[src/logic/serial_port_defines.vh]
// register offsets, field codes and constants of the async serial port
`ifndef SERIAL_PORT_DEFINES_VH
`define SERIAL_PORT_DEFINES_VH
`define ADDR_TX_LO        3'h0
`define ADDR_TX_HI        3'h1
`define ADDR_RX_LO        3'h2
`define ADDR_RX_HI        3'h3
`define ADDR_RELOAD       3'h4
`define ADDR_MODE         3'h5
`define ADDR_CTRL0        3'h6
`define ADDR_CTRL1        3'h7
`define MODE_SEVEN        3'h4
`define MODE_EIGHT        3'h5
`define MODE_NINE         3'h6
`define MODE_RESET        8'h00
`define CTRL0_RESET       8'h08
`define CTRL1_RESET       8'h02
`define RELOAD_RESET      8'h00
`define SAMPLES_PER_BIT   4'hf
`define SAMPLE_MID        4'h7
`define PRE_UNDIVIDED     2'h0
`define PRE_DIV8          2'h1
`define PRE_DIV32         2'h2
`define PRE_SUB           2'h3
`endif

[src/logic/rx_filter.v]
// three-stage majority-free match filter for the serial input
`timescale 1ns/1ps
`default_nettype none
module rx_filter (
  input  wire sys_clk,
  input  wire rst,
  input  wire tick,
  input  wire enable,
  input  wire raw_in,
  output wire filtered
);
  reg [2:0] taps;
  reg       held;
  always @(posedge sys_clk or posedge rst) begin
    if (rst) begin
      taps <= 3'h7;
      held <= 1'b1;
    end else if (tick) begin
      taps <= {taps[1:0], raw_in};
      // a level must stand for three sample ticks before it passes
      if (taps == 3'h7)
        held <= 1'b1;
      else if (taps == 3'h0)
        held <= 1'b0;
    end
  end
  assign filtered = enable ? held : raw_in;
endmodule
`default_nettype wire

[src/logic/async_serial_port.v]
// asynchronous serial channel: registers, bit-rate divider, tx and rx
`timescale 1ns/1ps
`default_nettype none
`include "serial_port_defines.vh"
module async_serial_port (
  input  wire       sys_clk,
  input  wire       rst,
  input  wire [2:0] addr,
  input  wire [7:0] wdata,
  input  wire       wr,
  input  wire       rd,
  output reg  [7:0] rdata,
  input  wire       subclock_source,
  input  wire       pin_clock_in,
  input  wire       rxd,
  output wire       txd_out,
  output wire       txd_oe,
  output wire       tx_irq,
  output wire       rx_irq
);
  localparam TX_IDLE = 2'h0;
  localparam TX_RUN  = 2'h1;
  localparam RX_IDLE = 2'h0;
  localparam RX_RUN  = 2'h1;

  reg [7:0] bit_rate_reload;
  reg [7:0] serial_mode_control;
  reg [7:0] serial_control_zero;
  reg [7:0] serial_control_one;
  reg [8:0] transmit_buffer;
  reg [8:0] rx_data;
  reg       overflow_fault;
  reg       frame_fault;
  reg       parity_fault;
  reg       rx_full_flag;
  reg       tx_hold_empty;

  wire [2:0] serial_mode_sel  = serial_mode_control[2:0];
  wire       clock_source_ext = serial_mode_control[3];
  wire       stop_count       = serial_mode_control[4];
  wire       parity_sense     = serial_mode_control[5];
  wire       parity_on        = serial_mode_control[6];
  wire [1:0] prescale_sel     = serial_control_zero[1:0];
  wire       rx_noise_filter_on = serial_control_zero[4];
  wire       txd_open_drain   = serial_control_zero[5];
  wire       bit_order        = serial_control_zero[7];
  wire       tx_on            = serial_control_one[0];
  wire       rx_on            = serial_control_one[2];
  wire       tx_irq_source    = serial_control_one[4];

  // character length from mode; an unlisted mode leaves the channel idle
  function [3:0] char_len;
    input [2:0] m;
    begin
      case (m)
        `MODE_SEVEN: char_len = 4'd7;
        `MODE_EIGHT: char_len = 4'd8;
        `MODE_NINE:  char_len = 4'd9;
        default:     char_len = 4'd0;
      endcase
    end
  endfunction
  wire [3:0] nbits = char_len(serial_mode_sel);
  wire uart_on = (nbits != 4'd0);
  wire msb_first = bit_order & (nbits == 4'd8);

  // count source: prescaler and external pin edge detect
  reg [4:0] prescale;
  reg [1:0] pin_hist;
  always @(posedge sys_clk or posedge rst) begin
    if (rst) begin
      prescale <= 5'h00;
      pin_hist <= 2'h0;
    end else begin
      prescale <= prescale + 5'h01;
      pin_hist <= {pin_hist[0], pin_clock_in};
    end
  end
  wire sub_rise = 1'b0;
  reg  [1:0] sub_hist;
  always @(posedge sys_clk or posedge rst) begin
    if (rst)
      sub_hist <= 2'h0;
    else
      sub_hist <= {sub_hist[0], subclock_source};
  end
  reg src_tick;
  always @* begin
    case (prescale_sel)
      `PRE_UNDIVIDED: src_tick = 1'b1;
      `PRE_DIV8:      src_tick = (prescale[2:0] == 3'h7);
      `PRE_DIV32:     src_tick = (prescale == 5'h1f);
      `PRE_SUB:       src_tick = sub_hist[0] & ~sub_hist[1];
      default:        src_tick = sub_rise;
    endcase
    if (clock_source_ext)
      src_tick = pin_hist[0] & ~pin_hist[1];
  end

  // reload divider produces the 16x sample tick
  reg [7:0] brg_count;
  always @(posedge sys_clk or posedge rst) begin
    if (rst)
      brg_count <= 8'h00;
    else if (src_tick) begin
      if (brg_count == 8'h00)
        brg_count <= bit_rate_reload;
      else
        brg_count <= brg_count - 8'h01;
    end
  end
  wire tick16 = src_tick & (brg_count == 8'h00);

  // transmitter
  reg [1:0]  tx_state;
  reg [11:0] tx_shift;
  reg [3:0]  tx_left;
  reg [3:0]  tx_phase;
  reg        txd_level;
  reg        shift_empty;
  reg [8:0]  tx_load;
  integer    i;
  always @* begin
    tx_load = 9'h000;
    for (i = 0; i < 9; i = i + 1)
      if (i < nbits)
        tx_load[i] = msb_first ? transmit_buffer[7 - i] : transmit_buffer[i];
  end
  wire tx_par = ^tx_load ^ ~parity_sense;
  wire [3:0] tx_total = 4'd1 + nbits + {3'h0, parity_on} + 4'd1 +
                        {3'h0, stop_count};
  // stop positions and everything past the frame stay high
  reg [11:0] tx_frame;
  integer    f;
  always @* begin
    tx_frame = 12'hffe;
    for (f = 0; f < 9; f = f + 1)
      if (f < nbits)
        tx_frame[f + 1] = tx_load[f];
    if (parity_on)
      tx_frame[nbits + 4'd1] = tx_par;
  end
  // combinational so a buffer write in the load cycle is not lost
  wire tx_go = (tx_state == TX_IDLE) && tx_on && uart_on &&
               !tx_hold_empty && tick16;
  always @(posedge sys_clk or posedge rst) begin
    if (rst) begin
      tx_state    <= TX_IDLE;
      tx_shift    <= 12'hfff;
      tx_left     <= 4'h0;
      tx_phase    <= 4'h0;
      txd_level   <= 1'b1;
      shift_empty <= 1'b1;
    end else begin
      case (tx_state)
        TX_IDLE: begin
          if (tx_go) begin
            tx_shift    <= tx_frame;
            tx_left     <= tx_total;
            tx_phase    <= 4'h0;
            shift_empty <= 1'b0;
            tx_state    <= TX_RUN;
          end
        end
        TX_RUN: begin
          if (tick16) begin
            if (tx_phase == 4'h0)
              txd_level <= tx_shift[0];
            tx_phase <= tx_phase + 4'h1;
            if (tx_phase == `SAMPLES_PER_BIT) begin
              tx_shift <= {1'b1, tx_shift[11:1]};
              tx_left  <= tx_left - 4'h1;
              if (tx_left == 4'h1) begin
                shift_empty <= 1'b1;
                tx_state    <= TX_IDLE;
              end
            end
          end
        end
        default: tx_state <= TX_IDLE;
      endcase
    end
  end
  assign txd_out = txd_open_drain ? 1'b0 : txd_level;
  assign txd_oe  = txd_open_drain ? ~txd_level : 1'b1;
  assign tx_irq  = tx_irq_source ? shift_empty : tx_hold_empty;

  // receiver
  wire rx_line;
  rx_filter filt (
    .sys_clk  (sys_clk),
    .rst      (rst),
    .tick     (tick16),
    .enable   (rx_noise_filter_on),
    .raw_in   (rxd),
    .filtered (rx_line)
  );
  reg [1:0]  rx_state;
  reg [3:0]  rx_phase;
  reg [3:0]  rx_idx;
  reg [11:0] rx_shift;
  reg        rx_stop_bad;
  reg        rx_done;
  reg [3:0]  rx_total;
  reg        rx_prev;
  always @(posedge sys_clk or posedge rst) begin
    if (rst) begin
      rx_prev     <= 1'b1;
      rx_state    <= RX_IDLE;
      rx_phase    <= 4'h0;
      rx_idx      <= 4'h0;
      rx_shift    <= 12'h000;
      rx_stop_bad <= 1'b0;
      rx_done     <= 1'b0;
      rx_total    <= 4'h0;
    end else begin
      rx_done <= 1'b0;
      // a low line after a broken stop bit must not count as a start
      if (tick16)
        rx_prev <= rx_line;
      case (rx_state)
        RX_IDLE: begin
          if (rx_on && uart_on && tick16 && rx_prev && !rx_line) begin
            rx_state    <= RX_RUN;
            rx_phase    <= 4'h1;
            rx_idx      <= 4'h0;
            rx_stop_bad <= 1'b0;
            rx_total    <= tx_total;
          end
        end
        RX_RUN: begin
          if (tick16) begin
            rx_phase <= rx_phase + 4'h1;
            if (rx_phase == `SAMPLE_MID) begin
              if (rx_idx == 4'h0 && rx_line)
                rx_state <= RX_IDLE;
              rx_shift[rx_idx] <= rx_line;
              if (rx_idx > nbits + {3'h0, parity_on} && !rx_line)
                rx_stop_bad <= 1'b1;
              rx_idx <= rx_idx + 4'h1;
              if (rx_idx == rx_total - 4'h1) begin
                rx_done  <= 1'b1;
                rx_state <= RX_IDLE;
              end
            end
          end
        end
        default: rx_state <= RX_IDLE;
      endcase
    end
  end
  reg [8:0] rx_word;
  integer   k;
  always @* begin
    rx_word = 9'h000;
    for (k = 0; k < 9; k = k + 1)
      if (k < nbits)
        rx_word[k] = msb_first ? rx_shift[8 - k] : rx_shift[k + 1];
  end
  wire rx_par_bad = parity_on &
    ((^rx_word) ^ rx_shift[nbits + 4'd1] ^ ~parity_sense);
  // overrun is judged at the bit before the last stop
  wire rx_near_end = (rx_state == RX_RUN) && tick16 &&
                     (rx_phase == `SAMPLE_MID) && (rx_idx == rx_total - 4'h2);
  wire rx_hi_read = rd && (addr == `ADDR_RX_HI);

  // register write and buffer/flag maintenance
  always @(posedge sys_clk or posedge rst) begin
    if (rst) begin
      bit_rate_reload     <= `RELOAD_RESET;
      serial_mode_control <= `MODE_RESET;
      serial_control_zero <= `CTRL0_RESET;
      serial_control_one  <= `CTRL1_RESET;
      transmit_buffer     <= 9'h000;
      tx_hold_empty       <= 1'b1;
      rx_data             <= 9'h000;
      rx_full_flag        <= 1'b0;
      overflow_fault      <= 1'b0;
      frame_fault         <= 1'b0;
      parity_fault        <= 1'b0;
    end else begin
      if (tx_go)
        tx_hold_empty <= 1'b1;
      if (wr) begin
        case (addr)
          `ADDR_TX_LO: begin
            transmit_buffer[7:0] <= wdata;
            tx_hold_empty        <= 1'b0;
          end
          `ADDR_TX_HI:  transmit_buffer[8] <= wdata[0];
          `ADDR_RELOAD: bit_rate_reload <= wdata;
          `ADDR_MODE:   serial_mode_control <= wdata;
          // shift_empty is read-only
          `ADDR_CTRL0:  serial_control_zero <= {wdata[7:4], 1'b0, wdata[2:0]};
          // rx_full and tx_hold_empty bits are read-only
          `ADDR_CTRL1:  serial_control_one <= {2'h0, wdata[5:4], 1'b0,
                                               wdata[2], 1'b0, wdata[0]};
          default: ;
        endcase
      end
      if (rx_hi_read) begin
        frame_fault    <= 1'b0;
        parity_fault   <= 1'b0;
        overflow_fault <= 1'b0;
        rx_full_flag   <= 1'b0;
      end
      // a capture in the same cycle as the clearing read wins
      if (rx_near_end && rx_full_flag && !rx_hi_read)
        overflow_fault <= 1'b1;
      if (rx_done) begin
        if (!(rx_full_flag && !rx_hi_read))
          rx_data <= rx_word;
        frame_fault  <= rx_stop_bad;
        parity_fault <= rx_par_bad;
        rx_full_flag <= 1'b1;
      end
    end
  end
  assign rx_irq = rx_full_flag;
  wire any_fault = overflow_fault | frame_fault | parity_fault;

  // read data one cycle after the strobe
  always @(posedge sys_clk or posedge rst) begin
    if (rst)
      rdata <= 8'h00;
    else if (rd) begin
      case (addr)
        `ADDR_RX_LO:  rdata <= rx_data[7:0];
        `ADDR_RX_HI:  rdata <= {any_fault, parity_fault, frame_fault,
                                overflow_fault, 3'h0, rx_data[8]};
        `ADDR_RELOAD: rdata <= bit_rate_reload;
        `ADDR_MODE:   rdata <= serial_mode_control;
        `ADDR_CTRL0:  rdata <= {serial_control_zero[7:4], shift_empty,
                                serial_control_zero[2:0]};
        `ADDR_CTRL1:  rdata <= {serial_control_one[7:4], rx_full_flag,
                                serial_control_one[2], tx_hold_empty,
                                serial_control_one[0]};
        default:      rdata <= 8'h00;
      endcase
    end else
      rdata <= 8'h00;
  end
endmodule
`default_nettype wire

[config.mk]
export PLATFORM = sky130hd
export DESIGN_NAME = async_serial_port
export DESIGN_NICKNAME = d
export VERILOG_FILES = /design/src/logic/rx_filter.v /design/src/logic/async_serial_port.v
export VERILOG_INCLUDE_DIRS = /design/src /design/src/logic
export SDC_FILE = /design/constraint.sdc
export NUM_CORES = 1
export LEC_CHECK = 0
export ABC_AREA = 1
export BUFFER_PORTS_ARGS = -buffer_cell sky130_fd_sc_hd__buf_2
export CAP_MARGIN = 5
export CORE_ASPECT_RATIO = 0.7
export CORE_UTILIZATION = 58
export CTS_BUF_LIST = sky130_fd_sc_hd__clkbuf_4
export DETAILED_ROUTE_END_ITERATION = 16
export GPL_TIMING_DRIVEN = 1
export PLACE_DENSITY = 0.76
export SLEW_MARGIN = 20
export SYNTH_ARGS = -nofsm -noshare
export SYNTH_HDL_FRONTEND = slang
export SYNTH_SLANG_ARGS = --single-unit
export TNS_END_PERCENT = 10
[constraint.sdc]
create_clock -name sys_clk -period 4.8 [get_ports sys_clk]
set_clock_uncertainty 0.15 [all_clocks]
set_input_delay 0.48 -clock sys_clk [delete_from_list [all_inputs] [get_ports sys_clk]]
set_output_delay 0.48 -clock sys_clk [all_outputs]
set_load 0.01 [all_outputs]
==> results of run 1 <==
-- Yosys cell counts, types with 2 or more instances --
master,instances,area share
nor3_2,2,0.0027
nor3_1,14,0.0093
o21ai_1,17,0.011
o22ai_1,6,0.0050
a41oi_1,4,0.0046
o21ai_0,95,0.063
dfrtp_1,110,0.37
nor2_1,64,0.032
o2111ai_1,2,0.0023
dfstp_2,20,0.070
xor2_1,11,0.013
o211ai_1,5,0.0050
a32oi_1,6,0.0070
nand3_1,39,0.026
xnor2_1,11,0.013
nand2_1,213,0.11
ha_1,34,0.056
nor2_2,5,0.0042
a31oi_1,15,0.012
nand3_2,5,0.0066
a21oi_1,56,0.037
nand2_4,3,0.0045
inv_1,124,0.062
buf_6,4,0.0060
nor2_4,5,0.0075
nand3b_1,3,0.0030
nand2_2,6,0.0050
nand4_1,8,0.0066
clkinv_1,4,0.0020
inv_2,9,0.0045
a22oi_1,3,0.0030
a221oi_1,2,0.0023
nand3_4,2,0.0046
buf_2,4,0.0027
clkbuf_1,12,0.0060
-- how the worst max path moves through the flow --
stage	to	slack, ps	from	cells past startpoint
2_1_floorplan	bit_rate_reload[0]	730	rst	1
3_3_place_gp	tx_shift[0]	1540	serial_mode_control[0]	20
3_5_place_dp	tx_shift[2]	1420	serial_mode_control[1]	20
4_1_cts	tx_shift[10]	1390	serial_mode_control[1]	20
5_1_grt	tx_shift[8]	1060	serial_mode_control[1]	20
6_report	tx_shift[10]	1380	serial_mode_control[1]	20
-- metal layers --
layer  routed length [um]  vias up  global-route usage
met3                 1530       22              0.0759
met1                 8930     2974               0.437
met4                  257        0              0.0804
met2                 7430      255               0.407
met5                    0        -                   0
li1                     -     3173                   -
-- registers in the layout, summed over array words and instances, names as in the netlist, 3 cells and up --
name                 count
tx_phase                 4
tx_shift                12
serial_control_one       4
rx_data                  9
rdata                    8
serial_mode_control      8
rx_total                 4
prescale                 5
serial_control_zero      7
transmit_buffer          9
brg_count                8
tx_left                  4
rx_idx                   4
rx_phase                 4
filt.taps                3
rx_shift                12
bit_rate_reload          8
-- worst max-delay path, cell delays in order, from the launching register on --
cell and delay (ps):
dfrtp_1 490, nor2_2 160, inv_2 70, nor2_1 370
inv_1 160, ha_1 240, nand2_1 130, inv_2 110
nand3_4 310, nand2_1 120, nand2_2 100, nand2_1 70
nand2_1 80, nand2_1 60, nand2_1 90, nand3b_2 130
nand2_2 120, nand2_4 90, nand2_2 90, nor2_1 50
o21ai_1 150
-- power by group through the flow --
stage          Sequential (mW)  Combinational, mW  Clock (mW)
5_1_grt                   1.43               1.06       0.815
3_3_place_gp              1.43              0.895           0
4_1_cts                   1.41              0.916       0.766
2_1_floorplan             1.37              0.728           0
3_5_place_dp              1.43              0.908           0
6_report                  1.41              0.926       0.754
-- cell type report --
cell class	instances	area [um2]	area share
clock buffer	18	135	0.0167
clock inverter	14	144	0.0178
inverter	137	517	0.0638
multi-input combinational	653	3620	0.447
sequential	130	3280	0.405
tap	162	203	0.0250
timing repair buffer	35	198	0.0244
-- metrics by stage --
stage / hold WS, ps / setup WS, ps / instances
after floorplan: 204 / 734 / 942
after global placement: 217 / 1540 / 1114
after detailed placement: 221 / 1420 / 1114
after CTS: 46.9 / 1390 / 1149
after global routing: 43.4 / 1060 / 1149
final: 68.4 / 1380 / 1149
-- logic make-up (layout without fill, tap and decap cells) --
kind of cell / count (synthesis) / after routing / share of synthesized area
and+or+nand+nor: 375 / 375 / 0.230
AOI/OAI and AO/OA: 220 / 220 / 0.165
buffers and inverters: 159 / 204 / 0.0844
DFF: 130 / 130 / 0.435
adders and majority gates: 35 / 35 / 0.0591
xor gates and xnor gates: 22 / 22 / 0.0256
muxes: 1 / 1 / 0.00149
==> results.md, run 1 <==
- Combinational power share: 0.300
- Layout cells sized above 1: 0.133
- Flop pwr share: 0.456
- Drt drc: 4
- RSZ-0062 raised after global routing: false
- Final Hold Fails: 0
- Worst setup path class: reg2reg
- Routability cong.: 0.953
- Hold Path Class: in2reg
- Initial DRC Count: 619
- Nets: 1027
- Failing checks: design-rule violations
- Number of CTS-inserted buffers: 17
- CTS tree: built
- Die ar.: 13500 um2
- Max-Slew Margin vs Limit: 0.388
- DRT Wirelength: 18.2 mm
- Max-slew violations: 0
- Post-detail-place hpwl: 13.4 mm
- Highest Clock Rate: 0.292 GHz
- Sequential fraction of the synthesis area: 0.435
- Die Span Y: slightly below 100 um
- Post-synth net total: 995
- Clock sinks: 130
- Area grow syn2layout: 7.44%
- Post-Route Utilization: 0.645
- Critical Path Sink Type: flop
- I/O pin cnt: 30
- Pin count of the biggest net entering global routing: 63
- Longest Clk Path Bufs: 2
- Setup violations, final: 0
- H-tree levels: 4
- Netlist Area Pre-Place: 7530 um2
- GRT Util Overall: 0.289
- Hold_buf cts: 3
- Hold EP: filt.taps[0]
- R2R Path Start: serial_mode_control[1]
- Initial antenna violation count: 0
- Hold wc startpoint: rxd
- Post-synth EDFFs: 0
- Skew-Pair Late Insertion Delay: roughly 570 ps
- Clock share of power: 0.244
- Crit Path Max Fanout: 33
- WP data arrival: roughly 3800 ps
- Synthesis-stage register bit count: 130
- Reported net switching power: 1.22 mW
- Mean Syn Cell Area: 8.00 um2
- CTS resizes: 0
- Starting Density: 0.600
- Most frequent cells in the layout: nand2_1, inv_1, dfrtp_1, o21ai_0, nor2_1
- Core Rows: 34
- Int Pwr: roughly 1.9 mW
- Total power density per cell area: between 300 and 400 nW/um2
- Tightest Pin Transition: 917 ps
- DIE WIDTH: 138 um
- Tmin final: 3420 ps
- Hold Path Depth: 3
- Antenna cells: 0
- Post-Synthesis Cells: 942
- IO buf count: 29
- Clk slew on worst S/H paths: 130 ps
- Via density per instance: 5.59
- Tot Pwr: between 3 and 4 mW
- Netlist cell types: 54
- Antenna Nets Post-Route: 0
- Post-DP Area: 7780 um2
- Root Driver: clkbuf_4
- CP required: 5140 ps
- DRT Pass-1 Iters: 11
- Crit share post-route: 0.713
- Crit start category: flop
- Net Sw Frac: 0.396
- Design area: 8090 um2
- Routed via count: 6424
- Setup slack, reg-to-reg: 1380 ps
- IR drop worst, VDD: about 0.23 mV
- Ys async rst share: 1.00
- GRT overflow: 0
- Register-to-Register Path Depth: 20
- Synth Flop Type: dfrtp_1
- Vias in the first global route: roughly 5900
- Core area: roughly 13000 um2
- TNS Setup: 0 ps
- First-pass GRT wire length: 29.8 mm
- # Max-Cap Violations: 0
- Setup Buffers After CTS: 0
- LEAKAGE: 4.00 nW
- Fillers: 1086
- Status: finished with violations
- Synth warnings: 0
- Avg WL per Cell: 15.8 um
- Worst R2R End: tx_shift[10]
- Commonest non-fill, non-tap cell in the layout: nand2_1
No activity file was read; power rests on OpenSTA's default activity.
==> run 2, diff against run 1 <==
ABC_AREA = 0   (was 1)
PLACE_DENSITY = 0.79   (was 0.76)
clock period = 2.9 ns   (was 4.8 ns; I/O delays follow)
==> results.md, run 2 <==
- Status: finished with violations (unchanged)
- Failing checks: design-rule violations (unchanged)
- H-tree levels: 4 (unchanged)
- Core area: 12500 um2 (unchanged)
- Synth top area share: 0.365 (about the same)
- Sequential fraction of the synthesis area: 0.435 (about the same)
- Setup violations, final: 0 (unchanged)
- Final cell count without fillers: 980 (was 1149)
- Final Hold Fails: 0 (unchanged)
- CP bufs+invs: 2 (was 3)
- Netlist cell types: 77 (was 54)
- IO buf count: 29 (unchanged)
- DRT Wirelength: 19.7 mm (was 18.2 mm)
- Total power density per cell area: 651 nW/um2 (was 382 nW/um2)
- Initial antenna violation count: 0 (unchanged)
- Top cells by count, synth: dfrtp_1, nand2_1, o21ai_0 (was nand2_1, inv_1, dfrtp_1)
- Vias in the first global route: 6042 (was 5850)
- Routed via count: 6257 (was 6424)
- Tot Pwr: 5.58 mW (was 3.09 mW)
- Core Rows: 34 (unchanged)
- Skew-Pair Late Insertion Delay: 540 ps (was 570 ps)
- CP required: 3180 ps (was 5140 ps)
- Netlist Area Pre-Place: 7530 um2 (about the same)
- Routability cong.: 0.989 (was 0.953)
- Initial DRC Count: 772 (was 619)
- Tmin final: 2790 ps (was 3420 ps)
- Antenna Nets Post-Route: 0 (unchanged)
- Synth Flop Type: dfrtp_1 (unchanged)
- I/O pin cnt: 30 (unchanged)
- Slowest cell on the critical path: or3_1 (was dfrtp_1)
- IR drop worst, VDD: 0.402 mV (was 0.235 mV)
- Nets: 858 (was 1027)
- Avg WL per Cell: 20.1 um (was 15.8 um)
- Top delay family on crit path: simple AND/OR/NAND/NOR gates (unchanged)
- DRT Pass-1 Iters: 12 (was 11)
- Highest Clock Rate: 0.358 GHz (was 0.292 GHz)
- Commonest non-fill, non-tap cell in the layout: dfrtp_1 (was nand2_1)
- # Max-Cap Violations: 0 (unchanged)
- Max-slew violations: 0 (unchanged)
- Starting Density: 0.600 (about the same)
- Placed cell count: 931 (was 1114)
- Ys async rst share: 1.00 (unchanged)
- Antenna cells: 0 (unchanged)
- Most frequent cells in the layout: dfrtp_1, nand2_1, o21ai_0, mux2_2, a21oi_1 (was nand2_1, inv_1, dfrtp_1, o21ai_0, nor2_1)
- Post-detail-place hpwl: 14.1 mm (was 13.4 mm)
- DIE WIDTH: 138 um (about the same)
- WHS: 103 ps (was 68.4 ps)
- GRT overflow: 0 (unchanged)
- Area leader, netlist: dfrtp_1 (unchanged)
- Crit Path Max Fanout: 6 (was 33)
- Hold Path Class: in2reg (unchanged)
- Post-Synthesis Cells: 742 (was 942)
- Worst setup path class: reg2reg (unchanged)
- RSZ-0062 raised after global routing: true (was false)
- Via density per instance: 6.38 (was 5.59)
- Crit start category: flop (unchanged)
- Clk slew on worst S/H paths: 120 ps (was 130 ps)
- Synthesis-stage register bit count: 130 (unchanged)
- Die Span Y: 97.4 um (about the same)
- Root Driver: clkbuf_4 (unchanged)
- Die ar.: 13500 um2 (about the same)
- Number of CTS-inserted buffers: 17 (unchanged)
- Post-synth net total: 795 (was 995)
- Top-count cell post-synth: dfrtp_1 (was nand2_1)
- Synth warnings: 0 (unchanged)
- Post-synth EDFFs: 0 (unchanged)
- Drt drc: 2 (was 4)
- Biggest regs: rx_shift: 12 flops, tx_shift: 12 flops (unchanged)
- Area contributors post-synth: dfrtp_1, mux2_2, dfstp_2, ha_1, nand2_1 (was dfrtp_1, nand2_1, dfstp_2, o21ai_0, inv_1)
- Design area: 8570 um2 (was 8090 um2)
- Tightest Pin Transition: 851 ps (was 917 ps)
- LEAKAGE: 3.68 nW (was 4.00 nW)
- Crit share post-route: 0.962 (was 0.713)
- Critical Path, Cell by Cell: nand2b_1 -> inv_1 -> buf_4 -> ha_1 -> or3_1 -> and2_1 -> o211ai_1 -> xnor2_1 -> o21bai_1 -> nand3_1 (was nor2_2 -> inv_2 -> nor2_1 -> inv_1 -> ha_1 -> nand2_1 -> inv_2 -> nand3_4 -> nand2_1 -> nand2_2 -> nand2_1 -> nand2_1 -> nand2_1 -> nand2_1 -> nand3b_2 -> nand2_2 -> nand2_4 -> nand2_2 -> nor2_1 -> o21ai_1)
- WP data arrival: 3070 ps (was 3760 ps)
- Critical Path Max Stage Delay: 440 ps (was 490 ps)
- Clock sinks: 130 (unchanged)
- Longest Clk Path Bufs: 2 (unchanged)
- Critical Path Sink Type: flop (unchanged)
- CTS tree: built (unchanged)
- Layout cells sized above 1: 0.251 (was 0.133)
- Mean Syn Cell Area: 10.2 um2 (was 8.00 um2)
- Pin count of the biggest net entering global routing: 131 (was 63)
- Area grow syn2layout: 13.7% (was 7.44%)
- First-pass GRT wire length: 31.9 mm (was 29.8 mm)
- Post-DP Area: 7990 um2 (was 7780 um2)
- Max-Slew Margin vs Limit: 0.416 (was 0.388)
- GRT Util Overall: 0.307 (was 0.289)
## run 2: worst paths after layout
| path | startpoint | endpoint | slack (ps) | cells past startpoint |
|---|---|---|---|---|
| max | serial_mode_control[0] | parity_fault | 110 | 10 |
| min | addr[0] | rdata[6] | 100 | 3 |
| max reg2reg | serial_mode_control[0] | parity_fault | 110 | 10 |
| min reg2reg | pin_hist[0] | pin_hist[1] | 250 | 0 |
| max in group asynchronous | rst | rx_total[0] | 1720 | 4 |
| min in group asynchronous | rst | serial_control_one[4] | 270 | 4 |
## run 2: timing repair
action / in CTS / in global routing
pin swaps: 0 / 4
hold buffers: 13 / 0
resized for setup: 1 / 16
hold endpoints to repair: 157 / 0
setup buffers: 0 / 4
setup endpoints to repair: 5 / 35
cloned: 0 / 0
## run 2: layout make-up
class | instances | area (um2)
clock buffers | 17 | 128
clock inverters | 15 | 204
fillers | 907 | 3980
inverters | 31 | 120
multi-input cells | 547 | 4070
flip-flops and latches | 130 | 3280
well taps | 162 | 203
repair buffers | 78 | 562
## run 2: worst min-delay path: cells and delay by family
kind / cells / cell delay, ps
compound gates: 1 / 60
simple gates: 1 / 150
buf+inv: 1 / 250
## run 2: logic make-up after synthesis
group | count (synthesis) | share of synthesized area
DFF | 130 | 0.435
muxes | 71 | 0.116
buffers and inverters | 65 | 0.0352
AOI/OAI and AO/OA | 173 | 0.146
adders and majority gates | 35 | 0.0591
and+or+nand+nor | 233 | 0.159
xor gates and xnor gates | 35 | 0.0500
## run 2: routing by layer
metal  vias to the layer above  track usage  part of all wire  routed length [um]
met5                         -            0                 0                   0
met4                         0       0.0812             0.016                 308
met3                        33        0.100             0.097                1920
met2                       311        0.463              0.44                8640
met1                      3108        0.427              0.45                8830
li1                       2805            -                 -                   -
## run 2: where the power goes
group	switching (mW)	internal [mW]
clock	0.744	0.692
sequential	0.299	2.07
combinational	0.991	0.781
## run 2: metrics by stage
step	setup WS, ps	utilization	TNS (ps)
detailed placement	-48.5	0.637	-50.9
global placement	138	0.637	0
floorplan	-279	-	-2920
finish	110	0.683	0
CTS	24.5	0.674	0
global route	-1.96	0.683	-1.96
==> run 3, diff against run 2 <==
BUFFER_PORTS_ARGS = default   (was -buffer_cell sky130_fd_sc_hd__buf_2)
DONT_BUFFER_PORTS = 1   (was default)
PLACE_DENSITY = 0.76   (was 0.79)
==> results.md, run 3 (synthesized netlist as in run 2, its figures left out) <==
- Crit share post-route: 0.977 (was 0.962)
- Total power density per cell area: 646 nW/um2 (was 651 nW/um2)
- Hold Path Depth: 3 (unchanged)
- Top delay family on crit path: simple AND/OR/NAND/NOR gates (unchanged)
- Number of CTS-inserted buffers: 17 (unchanged)
- WL met2: 8.59 mm (was 8.64 mm)
- Critical Path Max Stage Delay: 450 ps (was 440 ps)
- Final Hold Fails: 0 (unchanged)
- Antenna Nets Post-Route: 0 (unchanged)
- Clk slew on worst S/H paths: 120 ps (about the same)
- Die Span Y: 97.4 um (unchanged)
- Core Rows: 34 (unchanged)
- Critical Path Sink Type: flop (unchanged)
- RSZ-0062 raised after global routing: true (unchanged)
- DIE WIDTH: 138 um (unchanged)
- Tightest Pin Transition: 869 ps (was 851 ps)
- CP bufs+invs: 2 (unchanged)
- Tmin final: 2830 ps (was 2790 ps)
- Crit start category: flop (unchanged)
- CP Depth: 10 (unchanged)
- WP data arrival: 3110 ps (was 3070 ps)
- Layout cells sized above 1: 0.216 (was 0.251)
- LEAKAGE: 3.56 nW (was 3.68 nW)
- # Max-Cap Violations: 0 (unchanged)
- WHS: 42.7 ps (was 103 ps)
- Starting Density: 0.600 (unchanged)
- Placed cell count: 901 (was 931)
- Most frequent cells in the layout: dfrtp_1, nand2_1, o21ai_0, mux2_2, a21oi_1 (unchanged)
- Nets: 833 (was 858)
- Via density per instance: 6.40 (was 6.38)
- Post-Route Utilization: 0.670 (was 0.683)
- Clock sinks: 130 (unchanged)
- Skew-Pair Late Insertion Delay: 550 ps (was 540 ps)
- Design area: 8410 um2 (was 8570 um2)
- Multi-input gate area: 4040 um2 (was 4070 um2)
- Drt drc: 0 (was 2)
- CP required: 3180 ps (about the same)
- Max-slew violations: 0 (unchanged)
- Post-DP Area: 7840 um2 (was 7990 um2)
- GRT Util Overall: 0.308 (was 0.307)
- DRT Wirelength: 19.8 mm (was 19.7 mm)
- Area grow syn2layout: 11.6% (was 13.7%)
- Max-Slew Margin vs Limit: 0.404 (was 0.416)
- Fillers: 907 (unchanged)
- CTS tree: built (unchanged)
- Initial antenna violation count: 1 (was 0)
- Longest Clk Path Bufs: 2 (unchanged)
- Core area: 12500 um2 (unchanged)
- Met3 Routed Length: 1.91 mm (was 1.92 mm)
- Avg WL per Cell: 20.7 um (was 20.1 um)
- Post-detail-place hpwl: 14.0 mm (was 14.1 mm)
- Crit Path Max Fanout: 6 (unchanged)
- Die ar.: 13500 um2 (unchanged)
- DRT Pass-1 Iters: 7 (was 12)
- Root Driver: clkbuf_4 (unchanged)
- I/O pin cnt: 30 (unchanged)
- Highest Clock Rate: 0.353 GHz (was 0.358 GHz)
- IR drop worst, VDD: 0.351 mV (was 0.402 mV)
- Worst setup path class: reg2reg (unchanged)
- Routability cong.: 0.993 (was 0.989)
- Hold Path Class: in2reg (unchanged)
- Setup violations, final: 0 (unchanged)
- M1 wire length: 8.98 mm (was 8.83 mm)
- Vias in the first global route: 6128 (was 6042)
- IO buf count: 0 (was 29)
- Biggest regs: rx_shift: 12 flops, tx_shift: 12 flops (unchanged)
- Initial DRC Count: 631 (was 772)
- Status: complete, no violations (was finished with violations)
- H-tree levels: 4 (unchanged)
- Register Area: 3280 um2 (unchanged)
- Critical Path, Cell by Cell: nand2b_1 -> inv_1 -> buf_4 -> ha_1 -> or3_1 -> and2_2 -> o211ai_1 -> xnor2_1 -> o21bai_1 -> nand3_1 (was nand2b_1 -> inv_1 -> buf_4 -> ha_1 -> or3_1 -> and2_1 -> o211ai_1 -> xnor2_1 -> o21bai_1 -> nand3_1)
- Final cell count without fillers: 956 (was 980)
- Commonest non-fill, non-tap cell in the layout: dfrtp_1 (unchanged)
- Top Metal Used: met4 (unchanged)
- Routed via count: 6119 (was 6257)
- First-pass GRT wire length: 31.7 mm (was 31.9 mm)
- Pin count of the biggest net entering global routing: 131 (unchanged)
- Register-to-Register Path Depth: 10 (unchanged)
- GRT overflow: 0 (unchanged)
- Slowest cell on the critical path: or3_1 (unchanged)
## run 3: changes by cell type in the layout (fill, tap and decap cells not counted), moves of 2 or more
cell / delta
buf_2: -29
clkbuf_4: +3
nand3_1: +2
inv_6: -2
nand3_2: -2
dlygate4sd3_1: +6
## run 3: repair_timing
item | in CTS | in global routing
pin swaps | 0 | 3
endpoints found under the setup margin | 8 | 34
gates resized for setup | 1 | 10
setup buffers | 0 | 3
hold buffers | 19 | 0
hold endpoints to repair | 164 | 0
## run 3: worst reg2reg max path, stage by stage (launching register included)
cell      delay, ps
dfrtp_1         430
nand2b_1        240
inv_1           100
buf_4           160
ha_1            220
or3_1           450
and2_2          310
o211ai_1        250
xnor2_1         190
o21bai_1        150
nand3_1          90
## run 3: final cells by class
class	instances	area share
clock buffers	20	0.0179
repair buffers	53	0.0545
inverters	31	0.0143
clock inverters	12	0.0187
well taps	162	0.0241
flip-flops and latches	130	0.390
multi-input cells	547	0.480
diodes	1	0.000298
## run 3: through the flow
stage / worst slack (ps) / setup TNS, ps / total power, mW
floorplan: -279 / -2920 / 3.53
global placement: 107 / 0 / 3.89
detailed placement: -90.9 / -379 / 3.98
CTS: 29.9 / 0 / 5.37
global route: -54.4 / -115 / 5.70
finish: 65.4 / 0 / 5.43
## run 3: metal layers
layer,global-route usage,vias to the layer above
met5,0,-
met4,0.103,0
met3,0.0823,34
met2,0.453,307
met1,0.443,3021
li1,-,2757
## run 3: path summary, 6_finish.rpt
| path | to | slack [ps] | start |
|---|---|---|---|
| max | parity_fault | 70 | serial_mode_control[0] |
| min | rdata[0] | 40 | addr[1] |
| max reg2reg | parity_fault | 70 | serial_mode_control[0] |
| min reg2reg | pin_hist[1] | 250 | pin_hist[0] |
| max in group asynchronous | rx_total[3] | 1810 | rst |
| min in group asynchronous | rdata[1] | 230 | rst |
## run 3: where the power goes
group | leakage, nW | switching (mW) | internal [mW]
clock | 0.162 | 0.713 | 0.631
combinational | 1.85 | 0.965 | 0.757
sequential | 1.55 | 0.293 | 2.07
total | 3.56 | 1.97 | 3.46
